$ cat config.mk
export PLATFORM = sky130hd
export DESIGN_NAME = sensor_spi_register_port
export DESIGN_NICKNAME = d
export VERILOG_FILES = /design/src/logic/spi_port_pkg.sv /design/src/logic/sensor_spi_register_port.sv
export SDC_FILE = /design/constraint.sdc
export NUM_CORES = 1
export LEC_CHECK = 0
export BUFFER_PORTS_ARGS = -buffer_cell sky130_fd_sc_hd__buf_2
export CORE_ASPECT_RATIO = 0.6
export CORE_MARGIN = 3
export CORE_UTILIZATION = 30
export DETAILED_ROUTE_END_ITERATION = 12
export PLACE_DENSITY_LB_ADDON = 0.15
export SLEW_MARGIN = 15
export SYNTH_ARGS = -nofsm -noshare
export SYNTH_HDL_FRONTEND = slang
export SYNTH_SLANG_ARGS = --single-unit
$ cat constraint.sdc
create_clock -name ref_clk -period 3.1 [get_ports ref_clk]
set_input_delay 0.62 -clock ref_clk [delete_from_list [all_inputs] [get_ports ref_clk]]
set_output_delay 0.62 -clock ref_clk [all_outputs]
set_load 0.02 [all_outputs]
$ cat src/logic/spi_port_pkg.sv
// constants and register map for the serial register access port
package spi_port_pkg;
    // register addresses
    localparam logic [6:0] ADDR_ID = 7'h00;
    localparam logic [6:0] ADDR_CFG_FIRST = 7'h01;
    localparam logic [6:0] ADDR_GUARD_LAST = 7'h05;
    localparam logic [6:0] ADDR_IRQ_SETUP = 7'h0a;
    localparam logic [6:0] ADDR_POWER = 7'h0b;
    localparam logic [6:0] ADDR_STATUS = 7'h20;
    localparam logic [6:0] ADDR_LOSS_LOW = 7'h21;
    localparam logic [6:0] ADDR_LOSS_HIGH = 7'h22;
    localparam logic [6:0] ADDR_FREQ_LOW = 7'h23;
    localparam logic [6:0] ADDR_FREQ_MID = 7'h24;
    localparam logic [6:0] ADDR_FREQ_HIGH = 7'h25;
    localparam int CFG_COUNT = 11;

    // field positions and values
    localparam int DIR_BIT = 7;
    localparam int POWER_ACTIVE_BIT = 0;
    localparam int STATUS_READY_BIT = 6;
    localparam logic DIR_WRITE = 1'b0;
    localparam logic [2:0] BYTE_LAST = 3'h7;
    localparam logic [2:0] IRQ_DRDY_MODE = 3'h4;

    // interrupt pulse width while a read is in progress
    localparam int REF_CLK_NS = 50;
    localparam int IRQ_PULSE_NS = 200;
    localparam int IRQ_PULSE_CYC_I = (IRQ_PULSE_NS + REF_CLK_NS - 1) / REF_CLK_NS;
    localparam logic [3:0] IRQ_PULSE_CYC = 4'(IRQ_PULSE_CYC_I);

    // reset values of the writable registers
    localparam logic [7:0] RST_RANGE_UPPER = 8'h0e;
    localparam logic [7:0] RST_RANGE_LOWER = 8'h14;
    localparam logic [7:0] RST_MIN_RES = 8'h45;
    localparam logic [7:0] RST_CONVERTER = 8'h1b;
    localparam logic [7:0] RST_TIMEBASE = 8'h01;
    localparam logic [7:0] RST_UPPER_LOW = 8'hff;
    localparam logic [7:0] RST_UPPER_HIGH = 8'hff;
    localparam logic [7:0] RST_LOWER_LOW = 8'h00;
    localparam logic [7:0] RST_LOWER_HIGH = 8'h00;
    localparam logic [7:0] RST_IRQ_SETUP = 8'h00;
    localparam logic [7:0] RST_POWER = 8'h00;

    // implemented bits; reserved bits hold zero
    localparam logic [7:0] MASK_FULL = 8'hff;
    localparam logic [7:0] MASK_CONVERTER = 8'h1f;
    localparam logic [7:0] MASK_TIMEBASE = 8'h03;
    localparam logic [7:0] MASK_IRQ_SETUP = 8'h07;
    localparam logic [7:0] MASK_POWER = 8'h01;

    typedef enum logic [1:0] {st_idle, st_instr, st_data} link_state_t;

    function automatic logic [7:0] cfg_reset(input logic [6:0] addr);
        case (addr)
            7'h01: cfg_reset = RST_RANGE_UPPER;
            7'h02: cfg_reset = RST_RANGE_LOWER;
            7'h03: cfg_reset = RST_MIN_RES;
            7'h04: cfg_reset = RST_CONVERTER;
            7'h05: cfg_reset = RST_TIMEBASE;
            7'h06: cfg_reset = RST_UPPER_LOW;
            7'h07: cfg_reset = RST_UPPER_HIGH;
            7'h08: cfg_reset = RST_LOWER_LOW;
            7'h09: cfg_reset = RST_LOWER_HIGH;
            7'h0a: cfg_reset = RST_IRQ_SETUP;
            default: cfg_reset = RST_POWER;
        endcase
    endfunction

    function automatic logic [7:0] cfg_mask(input logic [6:0] addr);
        case (addr)
            7'h04: cfg_mask = MASK_CONVERTER;
            7'h05: cfg_mask = MASK_TIMEBASE;
            7'h0a: cfg_mask = MASK_IRQ_SETUP;
            7'h0b: cfg_mask = MASK_POWER;
            default: cfg_mask = MASK_FULL;
        endcase
    endfunction
endpackage

$ cat src/logic/sensor_spi_register_port.sv
// serial register access port: spi slave, register file and data-ready pin
// Behaviour
// - slave only, never starts a transfer
// - 8-bit instruction: direction bit, 7-bit address
// - direction 0 writes, 1 reads
// - each chip-select assertion restarts decoding
// - output bit changes on falling clock
// - input bit captured on rising clock
// - single write commits at 16th rising edge
// - early release discards partial write
// - held select continues, address auto-increments
// - burst read shifts next register every 8
// - burst write stores each byte successively
// - burst from 0x21 returns loss, frequency
// - active mode blocks writes to 0x01-0x05
// - read-only identification register at 0x00
// - data-ready pin asserts, clears on 0x21 read
`timescale 1ns/1ps
module sensor_spi_register_port #(
    parameter logic [7:0] ID_CODE = 8'h5a // arbitrary value
) (
    // clock and reset
    input wire logic ref_clk,
    input wire logic nrst,
    // spi link from the host
    input wire logic sclk_pin,
    input wire logic select_line_n,
    input wire logic serial_in,
    output logic serial_out,
    output logic serial_out_oe,
    // measurement results
    input wire logic conversion_done,
    input wire logic [7:0] status_flags,
    input wire logic [15:0] loss_result,
    input wire logic [23:0] freq_count,
    // interrupt pin
    output logic irq_pin_n,
    // configuration towards the converter
    output logic [7:0] range_upper_code,
    output logic [7:0] range_lower_code,
    output logic [7:0] min_resonance_setting,
    output logic [7:0] converter_setup,
    output logic [7:0] timebase_setup,
    output logic [15:0] upper_trip,
    output logic [15:0] lower_trip,
    output logic [2:0] irq_pin_select,
    output logic active_mode_bit
);
    // synchronisers
    logic sclk_s1_r, sclk_s2_r, sclk_s3_r;
    logic sel_s1_r, sel_s2_r;
    logic din_s1_r, din_s2_r;

    always_ff @(posedge ref_clk or negedge nrst)
    begin
        if (!nrst)
        begin
            sclk_s1_r <= 1'b0;
            sclk_s2_r <= 1'b0;
            sclk_s3_r <= 1'b0;
            sel_s1_r <= 1'b1;
            sel_s2_r <= 1'b1;
            din_s1_r <= 1'b0;
            din_s2_r <= 1'b0;
        end
        else
        begin
            sclk_s1_r <= sclk_pin;
            sclk_s2_r <= sclk_s1_r;
            sclk_s3_r <= sclk_s2_r;
            sel_s1_r <= select_line_n;
            sel_s2_r <= sel_s1_r;
            din_s1_r <= serial_in;
            din_s2_r <= din_s1_r;
        end
    end

    logic sclk_rise, sclk_fall, sel_active;
    assign sclk_rise = sclk_s2_r & ~sclk_s3_r;
    assign sclk_fall = ~sclk_s2_r & sclk_s3_r;
    assign sel_active = ~sel_s2_r;

    // register file and result shadow
    logic [7:0] cfg_r [1:spi_port_pkg::CFG_COUNT];
    logic [15:0] loss_r, loss_nxt;
    logic [23:0] freq_r, freq_nxt;
    logic pend_r, pend_nxt;
    logic data_ready_n_r, data_ready_n_nxt;

    function automatic logic [7:0] read_mux(input logic [6:0] addr);
        read_mux = 8'h00;
        if (addr == spi_port_pkg::ADDR_ID)
            read_mux = ID_CODE;
        else if (addr >= spi_port_pkg::ADDR_CFG_FIRST && addr <= spi_port_pkg::ADDR_POWER)
            read_mux = cfg_r[addr];
        else
        begin
            case (addr)
                spi_port_pkg::ADDR_STATUS:
                begin
                    read_mux = status_flags;
                    read_mux[spi_port_pkg::STATUS_READY_BIT] = data_ready_n_r;
                end
                spi_port_pkg::ADDR_LOSS_LOW: read_mux = loss_r[7:0];
                spi_port_pkg::ADDR_LOSS_HIGH: read_mux = loss_r[15:8];
                spi_port_pkg::ADDR_FREQ_LOW: read_mux = freq_r[7:0];
                spi_port_pkg::ADDR_FREQ_MID: read_mux = freq_r[15:8];
                spi_port_pkg::ADDR_FREQ_HIGH: read_mux = freq_r[23:16];
                default: read_mux = 8'h00;
            endcase
        end
    endfunction

    // link state
    spi_port_pkg::link_state_t state_r, state_nxt;
    logic [2:0] bit_cnt_r, bit_cnt_nxt;
    logic [7:0] shift_in_r, shift_in_nxt;
    logic [7:0] shift_out_r, shift_out_nxt;
    logic [6:0] addr_r, addr_nxt;
    logic rw_r, rw_nxt;
    logic sout_r, sout_nxt;
    logic oe_r, oe_nxt;
    logic wr_en;
    logic [6:0] wr_addr;
    logic [7:0] wr_data;
    logic [7:0] byte_in;
    logic read_hit;
    logic hit_pend_r, hit_pend_nxt;

    always_comb
    begin
        state_nxt = state_r;
        bit_cnt_nxt = bit_cnt_r;
        shift_in_nxt = shift_in_r;
        shift_out_nxt = shift_out_r;
        addr_nxt = addr_r;
        rw_nxt = rw_r;
        sout_nxt = sout_r;
        oe_nxt = oe_r;
        wr_en = 1'b0;
        wr_addr = addr_r;
        wr_data = 8'h00;
        read_hit = 1'b0;
        hit_pend_nxt = hit_pend_r;
        byte_in = {shift_in_r[6:0], din_s2_r};
        if (!sel_active)
        begin
            // release mid-byte drops whatever was shifted so far
            state_nxt = spi_port_pkg::st_idle;
            bit_cnt_nxt = 3'h0;
            sout_nxt = 1'b0;
            oe_nxt = 1'b0;
            hit_pend_nxt = 1'b0;
        end
        else
        begin
            oe_nxt = 1'b1;
            if (state_r == spi_port_pkg::st_idle)
                state_nxt = spi_port_pkg::st_instr;
            if (sclk_rise)
            begin
                shift_in_nxt = byte_in;
                bit_cnt_nxt = bit_cnt_r + 3'h1;
                if (bit_cnt_r == spi_port_pkg::BYTE_LAST)
                begin
                    case (state_r)
                        spi_port_pkg::st_idle, spi_port_pkg::st_instr:
                        begin
                            rw_nxt = byte_in[spi_port_pkg::DIR_BIT];
                            addr_nxt = byte_in[6:0];
                            state_nxt = spi_port_pkg::st_data;
                            shift_out_nxt = read_mux(byte_in[6:0]);
                            read_hit = byte_in[spi_port_pkg::DIR_BIT]
                                & (byte_in[6:0] == spi_port_pkg::ADDR_LOSS_LOW);
                        end
                        spi_port_pkg::st_data:
                        begin
                            if (rw_r == spi_port_pkg::DIR_WRITE)
                            begin
                                wr_en = 1'b1;
                                wr_data = byte_in;
                            end
                            addr_nxt = addr_r + 7'h01;
                            shift_out_nxt = read_mux(addr_r + 7'h01);
                            // a status read that ends here must not count as a result read
                            hit_pend_nxt = rw_r
                                & ((addr_r + 7'h01) == spi_port_pkg::ADDR_LOSS_LOW);
                        end
                        default: state_nxt = spi_port_pkg::st_idle;
                    endcase
                end
            end
            else if (sclk_fall && state_r == spi_port_pkg::st_data && rw_r)
            begin
                sout_nxt = shift_out_r[7];
                shift_out_nxt = {shift_out_r[6:0], 1'b0};
                read_hit = hit_pend_r;
                hit_pend_nxt = 1'b0;
            end
        end
    end

    always_ff @(posedge ref_clk or negedge nrst)
    begin
        if (!nrst)
        begin
            state_r <= spi_port_pkg::st_idle;
            bit_cnt_r <= 3'h0;
            shift_in_r <= 8'h00;
            shift_out_r <= 8'h00;
            addr_r <= 7'h00;
            rw_r <= 1'b0;
            sout_r <= 1'b0;
            oe_r <= 1'b0;
            hit_pend_r <= 1'b0;
        end
        else
        begin
            state_r <= state_nxt;
            bit_cnt_r <= bit_cnt_nxt;
            shift_in_r <= shift_in_nxt;
            shift_out_r <= shift_out_nxt;
            addr_r <= addr_nxt;
            rw_r <= rw_nxt;
            sout_r <= sout_nxt;
            oe_r <= oe_nxt;
            hit_pend_r <= hit_pend_nxt;
        end
    end

    // configuration registers
    logic [7:0] cfg_nxt [1:spi_port_pkg::CFG_COUNT];
    logic guarded;
    assign guarded = cfg_r[spi_port_pkg::ADDR_POWER][spi_port_pkg::POWER_ACTIVE_BIT]
        && wr_addr <= spi_port_pkg::ADDR_GUARD_LAST;

    always_comb
    begin
        for (int i = 1; i <= spi_port_pkg::CFG_COUNT; i++)
            cfg_nxt[i] = cfg_r[i];
        if (wr_en && wr_addr >= spi_port_pkg::ADDR_CFG_FIRST
            && wr_addr <= spi_port_pkg::ADDR_POWER && !guarded)
            cfg_nxt[wr_addr] = wr_data & spi_port_pkg::cfg_mask(wr_addr);
    end

    always_ff @(posedge ref_clk or negedge nrst)
    begin
        if (!nrst)
        begin
            for (int i = 1; i <= spi_port_pkg::CFG_COUNT; i++)
                cfg_r[i] <= spi_port_pkg::cfg_reset(7'(i));
        end
        else
        begin
            for (int i = 1; i <= spi_port_pkg::CFG_COUNT; i++)
                cfg_r[i] <= cfg_nxt[i];
        end
    end

    // result shadow, frozen while the link is busy so a burst reads one set
    logic drdy_mode, read_busy;
    logic [3:0] pulse_r, pulse_nxt;
    logic irq_n_r, irq_n_nxt;
    assign drdy_mode = cfg_r[spi_port_pkg::ADDR_IRQ_SETUP][2:0] == spi_port_pkg::IRQ_DRDY_MODE;
    assign read_busy = state_r == spi_port_pkg::st_data && rw_r;

    always_comb
    begin
        loss_nxt = loss_r;
        freq_nxt = freq_r;
        pend_nxt = pend_r | conversion_done;
        if (!sel_active && pend_nxt)
        begin
            loss_nxt = loss_result;
            freq_nxt = freq_count;
            pend_nxt = 1'b0;
        end
        data_ready_n_nxt = data_ready_n_r;
        pulse_nxt = pulse_r;
        if (pulse_r != 4'h0)
            pulse_nxt = pulse_r - 4'h1;
        if (read_hit)
            data_ready_n_nxt = 1'b1;
        if (conversion_done)
        begin
            if (read_busy)
                pulse_nxt = spi_port_pkg::IRQ_PULSE_CYC;
            else
                data_ready_n_nxt = 1'b0;
        end
        irq_n_nxt = drdy_mode ? (data_ready_n_nxt & (pulse_nxt == 4'h0)) : 1'b1;
    end

    always_ff @(posedge ref_clk or negedge nrst)
    begin
        if (!nrst)
        begin
            loss_r <= 16'h0000;
            freq_r <= 24'h00_0000;
            pend_r <= 1'b0;
            data_ready_n_r <= 1'b1;
            pulse_r <= 4'h0;
            irq_n_r <= 1'b1;
        end
        else
        begin
            loss_r <= loss_nxt;
            freq_r <= freq_nxt;
            pend_r <= pend_nxt;
            data_ready_n_r <= data_ready_n_nxt;
            pulse_r <= pulse_nxt;
            irq_n_r <= irq_n_nxt;
        end
    end

    // outputs, all straight from flip-flops
    assign serial_out = sout_r;
    assign serial_out_oe = oe_r;
    assign irq_pin_n = irq_n_r;
    assign range_upper_code = cfg_r[1];
    assign range_lower_code = cfg_r[2];
    assign min_resonance_setting = cfg_r[3];
    assign converter_setup = cfg_r[4];
    assign timebase_setup = cfg_r[5];
    assign upper_trip = {cfg_r[7], cfg_r[6]};
    assign lower_trip = {cfg_r[9], cfg_r[8]};
    assign irq_pin_select = cfg_r[spi_port_pkg::ADDR_IRQ_SETUP][2:0];
    assign active_mode_bit = cfg_r[spi_port_pkg::ADDR_POWER][spi_port_pkg::POWER_ACTIVE_BIT];
endmodule

==> flow_summary.ini <==
[flow_run]
cap_violations = 0

[global_routing]
busiest_layer = met1
antenna_found_initial = 0
grt_max_degree = 61
grt_use_met2_pct = 27.1
track_usage_pct = 21.1
grt_overflow = 0
grt_pass1_vias = 7958
grt_pass1_wl_um = 56200
met1_usage_pct = 33.0
met3_usage_pct = 6.82

[sta]
clock.fmax_mhz = 354
relSlewSlack_pct = 39.9
finalSetupViolCount = 0
timing.final.crit_share_pct = 91.0
min_period_ps = 2820
finClkSkew_ps = 13.1
rsz0062_at_grt = false
hold_viol = 0
final.setup.tns_ps = 0
maxSlewViolCount = 0
worst_slew_pin_slew_ps = 896
hold-worst-slack_ps = 133

[setup_path]
setup.worst_path.start_class = flop
reg2reg_depth = 7
timing.rr.start = shift_in_r[0]$_DFFE_PN0P_
startpoint = shift_in_r[0]$_DFFE_PN0P_
cp_max_fo = 22
end_kind = flop
cp.arrival_ps = 3120
path_class = flop to flop
crit_required_ps = 3400

[final_layout]
syn_to_final_growth_pct = 14.7
layout_common_cells = 137 x dfrtp_1, 132 x mux2_2, 130 x buf_2, 62 x buf_4, 53 x nor2_1
nets = 1092
n_fill_cell = 3440
drive_gt1_share_pct = 42.1
layout_commonest_cell = dfrtp_1

[yosys]
synthTopCellsByArea = dfrtp_1 34%, mux2_2 14%, dfstp_2 8.3%
async_reset_ff_share_pct = 100
synth_top_area_cell = dfrtp_1
synth.top_cell.area_share_pct = 33.7
ys_ff_latch = 173
syn_avg_cell_area_sq_um = 10.8
synth_top_flop_cell = dfrtp_1
synth_area_sq_mm = 0.0104
yosys_warnings = 0
seq_area_frac_synth_pct = 42.0
synth_edf_count = 0
synthesis.instances = 958
synth_nets = 1020
ys_types = 62

[floorplan]
num_rows = 52
core_sq_mm = 0.0339
die-area_sq_mm = 0.0370
die_w_um = 246
ios = 133
start_util_pct = 30.7
dieHeight_um = 150

[detailed_routing]
viasPerCell = 5.51
antenna_left = 0
drc = 0
drtIter0Drc = 881
wirelength_um = 38100
vias = 8280
first_pass_iters = 5
wl_per_cell_um = 25.4

[clock_network]
insertion_delay_ps = 450
holdBufCountCts = 0
cts_tree = done
cts_max_level = 4
cts_resized = 0
clk_pin_slew_worst_paths_ps = 70
cts_num_sinks = 173
cts_buffers = 17
postCtsSetupBuffers = 0
cts.path.max_buffers = 2
cts-root-buf = clkbuf_16

[power]
powerDensity_mw_per_mm2 = 489
leakage_uw = 0.00529
ir_drop_mv = 0.369

[min_path]
hold_class = primary input to async pin

[place]
routabilityCongestion = 0.934
numPortBuffers = 131
dpl.hpwl_um = 28900

[status]
status = finished, final reports clean
sequential cells by signal, indices dropped and copies added (netlist names), 2 cells and up:
name,flops
freq_r,24
loss_r,16
lower_trip,16
upper_trip,16
cfg_r,12
converter_setup,8
min_resonance_setting,8
range_lower_code,8
range_upper_code,8
shift_out_r,8
timebase_setup,8
addr_r,7
shift_in_r,7
pulse_r,4
bit_cnt_r,3
irq_pin_select,3
state_r,2
cell families after synthesis:
kind of cell | count (synthesis) | share of synthesized area (%)
muxes | 176 | 22.4
and+or+nand+nor | 228 | 11.5
adders and majority gates | 8 | 0.963
DFF | 173 | 42.0
AOI/OAI and AO/OA | 211 | 13.8
xor gates and xnor gates | 7 | 0.590
buffers and inverters | 155 | 8.72
where the power goes:
group          switching, uW  internal (uW)
clock                   1090           1150
sequential               194           2370
combinational            600            428
total                   1880           3950
critical path, cell delays in order (launching register included):
cell and delay (ps):
dfrtp_2 660, buf_12 270, mux2_2 360, a221o_1 360
o211ai_1 260, o21ai_0 170, nor3_1 450, a211oi_1 120
per-stage QoR:
stage / setup slack (ps) / util, % / total power (uW) / instance area, sq um / std cells
after floorplan: 588 / - / 3070 / 10400 / 958
after global placement: 368 / 33.4 / 3600 / 11300 / 1470
after detailed placement: 384 / 33.4 / 3600 / 11300 / 1470
after CTS: 355 / 35.1 / 5860 / 11900 / 1502
after global routing: 100 / 35.2 / 6050 / 11900 / 1502
final: 278 / 35.2 / 5830 / 11900 / 1503
layout make-up:
| cell class | instances | area [sq um] | area share, % |
|---|---|---|---|
| timing repair buffer | 196 | 1190 | 9.96 |
| clock buffer | 17 | 425 | 3.57 |
| antenna | 1 | 2.50 | 0.0210 |
| clock inverter | 15 | 179 | 1.50 |
| multi-input combinational | 630 | 5130 | 43.1 |
| sequential | 173 | 4370 | 36.7 |
| tap | 459 | 574 | 4.82 |
| inverter | 12 | 45.0 | 0.378 |
synth_stat cells (6+ instances only):
cell	n
dfrtp_1	140
nand2_1	49
and2_1	7
o211ai_1	9
o21ai_0	38
nor3b_1	6
a31oi_1	18
buf_4	79
buf_2	22
a32oi_1	8
nor3_1	15
a22o_1	8
a22oi_1	12
mux2i_1	12
o22ai_1	11
nand2b_1	8
mux4_2	32
dfstp_2	33
mux2_2	132
nor2b_1	32
and3_1	14
ha_1	8
or3_1	6
clkbuf_1	40
a221oi_1	14
a21oi_1	47
nor2_1	53
nand3_1	20
inv_1	12
final timing paths:
| kind | end | slack, ps |
|---|---|---|
| worst min register to register | din_s2_r$_DFF_PN0_ | 350 |
| worst max-delay path | shift_out_r[6]$_DFFE_PN0P_ | 280 |
| min in group ref_clk | sel_s1_r$_DFF_PN1_ | 270 |
| worst max register to register | shift_out_r[6]$_DFFE_PN0P_ | 280 |
| max in group asynchronous | data_ready_n_r$_DFF_PN1_ | 2080 |
| worst min-delay path | range_upper_code[6]$_DFFE_PN0P_ | 130 |
routing by layer:
metal	vias to the layer above	part of all wire [%]
met5	-	0
met4	0	1.6
met3	32	9.3
met2	331	38
met1	4249	51
li1	3668	-
(Power assumes the default switching activity.)
